### config.mk
export PLATFORM = sky130hd
export DESIGN_NAME = lmsim_top
export DESIGN_NICKNAME = d
export VERILOG_FILES = /design/src/hdl/lmsim_top.v
export VERILOG_INCLUDE_DIRS = /design/src /design/src/include
export SDC_FILE = /design/constraint.sdc
export NUM_CORES = 2
export LEC_CHECK = 0
export BUFFER_PORTS_ARGS = -buffer_cell sky130_fd_sc_hd__buf_2
export CORE_AREA = 2 2 349 351
export CTS_BUF_LIST = sky130_fd_sc_hd__clkbuf_8
export CTS_CLUSTER_DIAMETER = 100
export DETAILED_ROUTE_END_ITERATION = 16
export DIE_AREA = 0 0 351 353
export GPL_ROUTABILITY_DRIVEN = 0
export PLACE_DENSITY = 0.77
export SYNTH_ARGS = -nofsm -noshare
export SYNTH_HDL_FRONTEND = slang
export SYNTH_SLANG_ARGS = --single-unit
### constraint.sdc
create_clock -name clk -period 65.1 [get_ports clk]
set_input_delay 6.51 -clock clk [delete_from_list [all_inputs] [get_ports clk]]
set_output_delay 6.51 -clock clk [all_outputs]
set_load 0.01 [all_outputs]
### src/include/lmsim_map.vh
// Constants for the limit monitor and simulation block
`ifndef LMSIM_MAP_VH
`define LMSIM_MAP_VH
// Default widths
`define LMSIM_VAL_W 16
`define LMSIM_CNT_W 16
`define LMSIM_TIM_W 24
`define LMSIM_STP_W 8
// Variable selection codes
`define LMSIM_VAR_PRESS 2'h0
`define LMSIM_VAR_STEMP 2'h1
`define LMSIM_VAR_ETEMP 2'h2
// Check mode bit positions
`define LMSIM_CHK_UP 0
`define LMSIM_CHK_LO 1
// Reset values
`define LMSIM_RST_FLAG 1'h0
`endif
### src/hdl/lmsim_top.v
// Limit monitors with event counters and three simulation sources
`include "lmsim_map.vh"

module lmsim_top #(
	parameter W = `LMSIM_VAL_W,
	parameter CW = `LMSIM_CNT_W,
	parameter TW = `LMSIM_TIM_W,
	parameter SW = `LMSIM_STP_W
) (
	input wire clk,
	input wire srst,
	// Measured values, same clock domain
	input wire [W-1:0] meas_press,
	input wire [W-1:0] meas_stemp,
	input wire [W-1:0] meas_etemp,
	// Simulation control, one bit or slice per path: 0 press, 1 stemp, 2 etemp
	input wire [2:0] sim_start,
	input wire [2:0] sim_stop,
	input wire [2:0] sim_ramp,
	input wire [3*W-1:0] sim_fixed,
	input wire [3*W-1:0] sim_lo,
	input wire [3*W-1:0] sim_hi,
	input wire [3*SW-1:0] sim_steps,
	input wire [3*TW-1:0] sim_dwell,
	// Limit monitor configuration, one slice per monitor
	input wire [2:0] lm_en,
	input wire [5:0] lm_sel,
	input wire [5:0] lm_chk,
	input wire [2:0] lm_irq_en,
	input wire [3*W-1:0] lm_upper,
	input wire [3*W-1:0] lm_lower,
	input wire [3*W-1:0] lm_hyst,
	input wire [3*TW-1:0] lm_resp,
	input wire [3*TW-1:0] lm_stopt,
	input wire [2:0] lm_ack,
	// Event counter configuration
	input wire [2:0] ec_en,
	input wire [2:0] ec_up_irq_en,
	input wire [2:0] ec_lo_irq_en,
	input wire [3*CW-1:0] ec_up_cmp,
	input wire [3*CW-1:0] ec_lo_cmp,
	input wire [2:0] ec_up_clr,
	input wire [2:0] ec_lo_clr,
	input wire [2:0] ec_up_ack,
	input wire [2:0] ec_lo_ack,
	// Results
	output reg [W-1:0] press_q,
	output reg [W-1:0] stemp_q,
	output reg [W-1:0] etemp_q,
	output wire [2:0] sim_active,
	output wire [2:0] lm_warn,
	output wire [2:0] lm_irq,
	output wire [2:0] ec_up_warn,
	output wire [2:0] ec_up_irq,
	output wire [2:0] ec_lo_warn,
	output wire [2:0] ec_lo_irq,
	output wire [3*CW-1:0] ec_up_cnt,
	output wire [3*CW-1:0] ec_lo_cnt,
	output reg fault_q
);

	////////////////////////////////////////////////////////////////
	// Helpers

	// Pick one device variable by code; every variable always listed
	function [W-1:0] pick_var;
		input [1:0] sel;
		input [3*W-1:0] vars;
		begin
			if (sel == `LMSIM_VAR_STEMP)
				pick_var = vars[W +: W];
			else if (sel == `LMSIM_VAR_ETEMP)
				pick_var = vars[2*W +: W];
			else
				pick_var = vars[0 +: W];
		end
	endfunction

	// Sign extend by one bit for overflow free arithmetic
	function [W:0] sx;
		input [W-1:0] v;
		begin
			sx = {v[W-1], v};
		end
	endfunction

	wire [3*W-1:0] sim_val; // Current simulated value per path
	wire [3*W-1:0] eff_vars; // Variables as the monitors see them

	////////////////////////////////////////////////////////////////
	// Simulation paths

	genvar p;
	generate
		for (p = 0; p < 3; p = p + 1)
		begin : g_sim
			reg act_q; // Path active
			reg ramp_q; // Ramp rather than fixed
			reg up_q; // Ramp direction rising
			reg [W-1:0] val_q; // Simulated value
			reg [W-1:0] inc_q; // Step width
			reg [TW-1:0] dwell_q; // Cycles spent on this step
			wire [W-1:0] lo = sim_lo[p*W +: W];
			wire [W-1:0] hi = sim_hi[p*W +: W];
			wire [SW-1:0] stp = sim_steps[p*SW +: SW];
			wire [TW-1:0] dur = sim_dwell[p*TW +: TW];
			wire [W:0] span = sx(hi) - sx(lo);
			wire [SW-1:0] div = (stp == {SW{1'b0}}) ? {{(SW-1){1'b0}}, 1'b1} : stp;
			wire [W:0] quo = span / {{(W+1-SW){1'b0}}, div};
			wire [W:0] nxt_up = sx(val_q) + {1'b0, inc_q};
			wire [W:0] nxt_dn = sx(val_q) - {1'b0, inc_q};
			wire step_due = (dwell_q + {{(TW-1){1'b0}}, 1'b1}) >= dur;
			wire top = $signed(nxt_up) >= $signed(sx(hi)); // Next rising step reaches the top
			wire bot = $signed(nxt_dn) <= $signed(sx(lo)); // Next falling step reaches the bottom
			// Path state; reset turns simulation off
			always @(posedge clk)
			begin
				if (srst)
				begin
					act_q <= `LMSIM_RST_FLAG;
					ramp_q <= 1'b0;
					up_q <= 1'b1;
					val_q <= {W{1'b0}};
					inc_q <= {W{1'b0}};
					dwell_q <= {TW{1'b0}};
				end
				else if (sim_start[p])
				begin
					// Load mode and start point
					act_q <= 1'b1;
					ramp_q <= sim_ramp[p];
					up_q <= 1'b1;
					val_q <= sim_ramp[p] ? lo : sim_fixed[p*W +: W];
					inc_q <= quo[W-1:0];
					dwell_q <= {TW{1'b0}};
				end
				else if (sim_stop[p])
					act_q <= 1'b0;
				else if (act_q && !ramp_q)
					val_q <= sim_fixed[p*W +: W]; // Fixed value follows setting
				else if (act_q)
				begin
					// Ramp: hold each step for the dwell, then move
					if (step_due)
					begin
						// Clamp at either end and turn round
						dwell_q <= {TW{1'b0}};
						val_q <= up_q ? (top ? hi : nxt_up[W-1:0]) : (bot ? lo : nxt_dn[W-1:0]);
						up_q <= up_q ? !top : bot;
					end
					else
						dwell_q <= dwell_q + {{(TW-1){1'b0}}, 1'b1};
				end
			end
			assign sim_active[p] = act_q;
			assign sim_val[p*W +: W] = val_q;
		end
	endgenerate

	////////////////////////////////////////////////////////////////
	// Variable selection

	// Each output follows its simulation path while active, else the measured value
	always @(posedge clk)
	begin
		if (srst)
		begin
			press_q <= {W{1'b0}};
			stemp_q <= {W{1'b0}};
			etemp_q <= {W{1'b0}};
		end
		else
		begin
			press_q <= sim_active[0] ? sim_val[0 +: W] : meas_press;
			stemp_q <= sim_active[1] ? sim_val[W +: W] : meas_stemp;
			etemp_q <= sim_active[2] ? sim_val[2*W +: W] : meas_etemp;
		end
	end

	assign eff_vars = {etemp_q, stemp_q, press_q};

	////////////////////////////////////////////////////////////////
	// Limit monitors and event counters

	genvar m;
	generate
		for (m = 0; m < 3; m = m + 1)
		begin : g_mon
			reg hi_q; // Above upper limit, with hysteresis
			reg lo_q; // Below lower limit, with hysteresis
			reg [TW-1:0] resp_q; // Cycles the violation has persisted
			reg reg_q; // Violation registered
			reg [TW-1:0] stop_q; // Remaining hold time
			reg msg_q; // Monitor message standing
			reg ackd_q; // Monitor message acknowledged
			reg irq_q; // Monitor message carries interrupt
			reg [CW-1:0] cu_q; // Upper violation count
			reg [CW-1:0] cl_q; // Lower violation count
			reg fu_q; // Upper counter event fired
			reg fl_q; // Lower counter event fired
			reg uw_q; // Upper counter warning
			reg ui_q; // Upper counter interrupt
			reg lw_q; // Lower counter warning
			reg li_q; // Lower counter interrupt
			wire [W-1:0] v = pick_var(lm_sel[2*m +: 2], eff_vars);
			wire [W:0] up = sx(lm_upper[m*W +: W]);
			wire [W:0] lw = sx(lm_lower[m*W +: W]);
			wire [W:0] hy = {1'b0, lm_hyst[m*W +: W]};
			wire [W:0] up_rel = up - hy;
			wire [W:0] lo_rel = lw + hy;
			wire [1:0] chk = lm_chk[2*m +: 2];
			wire raw = lm_en[m] && ((chk[`LMSIM_CHK_UP] && hi_q) || (chk[`LMSIM_CHK_LO] && lo_q));
			wire [TW-1:0] resp_t = lm_resp[m*TW +: TW];
			wire hit = raw && !reg_q && (resp_q + {{(TW-1){1'b0}}, 1'b1} >= resp_t);
			wire cnt_up = hit && ec_en[m] && hi_q && chk[`LMSIM_CHK_UP];
			wire cnt_lo = hit && ec_en[m] && lo_q && chk[`LMSIM_CHK_LO];
			wire [CW-1:0] cu_n = ec_up_clr[m] ? {{(CW-1){1'b0}}, cnt_up} : cu_q + {{(CW-1){1'b0}}, cnt_up};
			wire [CW-1:0] cl_n = ec_lo_clr[m] ? {{(CW-1){1'b0}}, cnt_lo} : cl_q + {{(CW-1){1'b0}}, cnt_lo};
			wire fire_u = ec_en[m] && !fu_q && !ec_up_clr[m] && cnt_up && (cu_n >= ec_up_cmp[m*CW +: CW]);
			wire fire_l = ec_en[m] && !fl_q && !ec_lo_clr[m] && cnt_lo && (cl_n >= ec_lo_cmp[m*CW +: CW]);

			// Hysteresis band on each limit
			always @(posedge clk)
			begin
				if (srst)
				begin
					hi_q <= 1'b0;
					lo_q <= 1'b0;
				end
				else
				begin
					if ($signed(sx(v)) > $signed(up))
						hi_q <= 1'b1;
					else if ($signed(sx(v)) < $signed(up_rel))
						hi_q <= 1'b0;
					if ($signed(sx(v)) < $signed(lw))
						lo_q <= 1'b1;
					else if ($signed(sx(v)) > $signed(lo_rel))
						lo_q <= 1'b0;
				end
			end

			// Response timer, registration, stop timer and message
			always @(posedge clk)
			begin
				if (srst)
				begin
					resp_q <= {TW{1'b0}};
					reg_q <= 1'b0;
					stop_q <= {TW{1'b0}};
					msg_q <= 1'b0;
					ackd_q <= 1'b0;
					irq_q <= 1'b0;
				end
				else
				begin
					// Any gap in the violation restarts the response time
					if (!raw)
						resp_q <= {TW{1'b0}};
					else if (!reg_q)
						resp_q <= resp_q + {{(TW-1){1'b0}}, 1'b1};
					reg_q <= raw && (reg_q || hit);
					if (hit)
					begin
						// New registration: raise and arm hold time
						msg_q <= 1'b1;
						irq_q <= lm_irq_en[m];
						ackd_q <= 1'b0;
						stop_q <= lm_stopt[m*TW +: TW];
					end
					else
					begin
						if (stop_q != {TW{1'b0}})
							stop_q <= stop_q - {{(TW-1){1'b0}}, 1'b1};
						if (lm_ack[m])
							ackd_q <= 1'b1;
						// Drop only once hold elapsed, violation gone and acknowledged
						if (stop_q == {TW{1'b0}} && !raw && (ackd_q || lm_ack[m]))
						begin
							msg_q <= 1'b0;
							irq_q <= 1'b0;
						end
					end
				end
			end

			// Event counters with one shot events
			always @(posedge clk)
			begin
				if (srst)
				begin
					cu_q <= {CW{1'b0}};
					cl_q <= {CW{1'b0}};
					fu_q <= 1'b0;
					fl_q <= 1'b0;
					uw_q <= 1'b0;
					ui_q <= 1'b0;
					lw_q <= 1'b0;
					li_q <= 1'b0;
				end
				else
				begin
					cu_q <= cu_n;
					cl_q <= cl_n;
					// Fired flags hold until the counter is cleared
					fu_q <= fire_u | (fu_q & !ec_up_clr[m]);
					fl_q <= fire_l | (fl_q & !ec_lo_clr[m]);
					// Set wins over acknowledge
					uw_q <= fire_u | (uw_q & !ec_up_ack[m]);
					ui_q <= fire_u ? ec_up_irq_en[m] : (ui_q & !ec_up_ack[m]);
					lw_q <= fire_l | (lw_q & !ec_lo_ack[m]);
					li_q <= fire_l ? ec_lo_irq_en[m] : (li_q & !ec_lo_ack[m]);
				end
			end
			assign lm_warn[m] = msg_q;
			assign lm_irq[m] = irq_q;
			assign ec_up_warn[m] = uw_q;
			assign ec_up_irq[m] = ui_q;
			assign ec_lo_warn[m] = lw_q;
			assign ec_lo_irq[m] = li_q;
			assign ec_up_cnt[m*CW +: CW] = cu_q;
			assign ec_lo_cnt[m*CW +: CW] = cl_q;
		end
	endgenerate

	////////////////////////////////////////////////////////////////
	// Fault current request

	// Any standing interrupt forces the fault current; warnings do not
	always @(posedge clk)
	begin
		if (srst)
			fault_q <= 1'b0;
		else
			fault_q <= |{lm_irq, ec_up_irq, ec_lo_irq};
	end
endmodule

==> key figures <==
CTS
  • CTS H-tree depth: 3
  • TritonCTS clock tree: built
  • Post-CTS resize count: 0
  • # clock sinks: roughly 500
  • Hold buffer count at cts: 0
  • Clock-pin slew on the worst setup and hold paths: 0.07 ns
  • Total CTS buffers: 97
  • Postcts setup bufs: 0
  • Root buffer cell: clkbuf_8
  • Worst skew pair latency: roughly 0.85 ns
  • CTS max path bufs: 3

STA
  • Final Setup Violations: 0
  • Slew HR: 14.36%
  • Fin Setup TNS: 0 ns
  • Final Hold Viols: 0
  • Clock period minus worst slack: ~48 ns
  • Final clock skew: 0.05492 ns
  • Max Clk Rate: a little over 20 MHz
  • Worst Max-Slew Pin Slew: ~1.3 ns
  • RSZ-0062 raised after global routing: false
  • Final period util: 74.03%
  • Slew Viols, Final: 0

Floorplan
  • # IOs: 891
  • FP Rows: roughly 130
  • Initial Util: 55.38%
  • Die ar.: 123900 sq um
  • Die Width: 351 microns
  • Core ar.: ~120000 sq um
  • Die Span Y: about 350 microns

Global routing
  • First-pass GRT wire length: 358300 microns
  • Largest net degree at the start of global routing: 89
  • Vias in the first global route: about 66000
  • GRT overflow: 0
  • Total track usage: a little over a third
  • Initial antenna violation count: about 150

Yosys
  • Mapped Nets: roughly 11000
  • Mapped cell area: 66790 sq um
  • EDFF count, synth: 0
  • Seq/Total Area, Yosys: between 15 and 20%
  • Syn Inst Count: roughly 8900
  • Post-Syn Area per Cell: between 7 and 8 sq um
  • Most common flop cell mapped by yosys: dfxtp_1
  • #FFs+latches synth: 502
  • Number of synthesis warnings: 0
  • FFs w/ async S/R, synth: 0%
  • Synth cell types: around 120

Drt
  • Final ANT Viol Nets: 0
  • WL/cell: between 20 and 25 microns
  • Iteration-0 DRC Markers: about 5700
  • Via-to-Cell Ratio: ~6
  • WL final: 235900 microns
  • Pre-Repair DR Iteration Count: 6
  • Via count: about 70000
  • Drt drc: 0

Placed design
  • I/O Buffers: a little under 900
  • Detailed placer's ending HPWL: slightly below 200000 microns

Worst hold path
  • Hold Startpoint: g_mon[2].msg_q
  • Hold Crit Depth: 2
  • Sink of the worst hold path: g_mon[2].msg_q
  • Worst Hold Class: register to register

Worst setup path
  • Reg-to-reg slack, setup: between 50 and 60 ns
  • R2R Path Start: g_mon[2].resp_q[0]
  • Critical Path Start Type: primary input
  • Reg2reg end: g_mon[2].ui_q
  • Worst Reg-to-Reg Cells: between 40 and 50
  • Crit Path Class: primary input to register
  • Most frequent CP cell: o21a_1
  • CP max stage cell: a31oi_1
  • CP max stage delay: 0.89 ns
  • Type of destination of the critical path: register
  • WP data arrival: between 40 and 50 ns
  • Crit-path max FO: 19
  • CP required: around 66 ns

Cells and area
  • Layout cell share with drive strength beyond 1: 13.38%
  • P&R area growth vs syn: 12.40%
  • Final net count: between 10000 and 15000
  • Commonest non-fill, non-tap cell in the layout: ha_1
  • Most frequent cells in the layout: ha_1 (1122), nor2_1 (1016), buf_2 (889)

Job
  • Maxcap violations: 0

Status
  • Status: complete, no violations
-- registers in the layout (all words and copies together), names as in the netlist, 16 cells and up --
| signal | flops |
|---|---|
| g_sim.inc_q | 48 |
| stemp_q | 16 |
| etemp_q | 16 |
| g_mon.cu_q | 48 |
| g_sim.dwell_q | 72 |
| press_q | 16 |
| g_mon.resp_q | 72 |
| g_mon.stop_q | 72 |
| g_sim.val_q | 48 |
| g_mon.cl_q | 48 |
-- metrics by stage --
| step | setup WS (ns) | hold slack, ns | util [%] | instance area (sq um) | std cells |
|---|---|---|---|---|---|
| 6_report | 16.91 | 0.4561 | 62.24 | 75060 | 11510 |
| 5_1_grt | 14.03 | 0.4755 | 62.20 | 75010 | 11490 |
| 4_1_cts | 18.05 | 0.4581 | 61.99 | 74750 | 11380 |
| 3_5_place_dp | 17.43 | 0.4498 | 60.03 | 72390 | 11200 |
| 3_3_place_gp | 19.03 | 0.4429 | 60.03 | 72390 | 11200 |
| 2_1_floorplan | 23.06 | 0.4367 | - | 66790 | 8943 |
-- how the worst max path moves through the flow --
stage	slack (ns)	cells after the start	start	to
6_report	16.91	176	sim_lo[0]	g_sim[0].inc_q[0]
5_1_grt	14.03	179	sim_hi[0]	g_sim[0].inc_q[0]
4_1_cts	18.05	177	sim_hi[0]	g_sim[0].inc_q[0]
3_5_place_dp	17.43	176	sim_hi[0]	g_sim[0].inc_q[0]
3_3_place_gp	19.03	176	sim_lo[0]	g_sim[0].inc_q[0]
2_1_floorplan	23.06	186	sim_hi[0]	g_sim[0].inc_q[0]
-- final cells by class --
cell class	instances	area, sq um
Multi-Input combinational cell	7381	52670
Inverter	766	2875
Sequential cell	502	10050
Antenna cell	124	310.3
Timing Repair Buffer	929	4757
Clock buffer	132	1817
Fill cell	10840	45530
Tap cell	1625	2033
Clock inverter	49	548.0
-- cell families after synthesis --
logic type,share of synthesized area (%)
buffers and inverters,6.154
xor gates and xnor gates,8.000
adders and majority gates,21.50
and+or+nand+nor,21.45
AOI/OAI and AO/OA,23.23
muxes,4.618
DFF,15.05
-- layer usage --
| layer | GRT usage [%] | share of wire, % |
|---|---|---|
| met5 | 0 | 0.089 |
| met2 | 56.47 | 43 |
| met3 | 10.64 | 10 |
| met1 | 41.30 | 38 |
| met4 | 29.24 | 8.6 |
-- cells in the mapped netlist (199+ instances only) --
| cell type | n | area (sq um) |
|---|---|---|
| mux2i_1 | 199 | 1992 |
| a211oi_1 | 210 | 1577 |
| nor3_1 | 326 | 1632 |
| a21o_1 | 295 | 2215 |
| nand2_1 | 535 | 2008 |
| ha_1 | 1122 | 14040 |
| a21oi_1 | 690 | 3453 |
| inv_1 | 762 | 2860 |
| nor2_1 | 1017 | 3817 |
| xor2_1 | 237 | 2076 |
| xnor2_1 | 373 | 3267 |
| o21ai_0 | 405 | 2027 |
| clkbuf_1 | 230 | 863.3 |
| dfxtp_1 | 502 | 10050 |
-- critical path: cells and delay by family --
family / cells / cell delay [ns]
compound gates: 98 / 22.53
fa+ha+maj: 19 / 5.85
buf+inv: 5 / 0.50
mux: 7 / 1.95
simple gates: 47 / 11.57
Power is not shown: default switching activity piles up to over one toggle a cycle in this logic, so the estimate is an artifact.
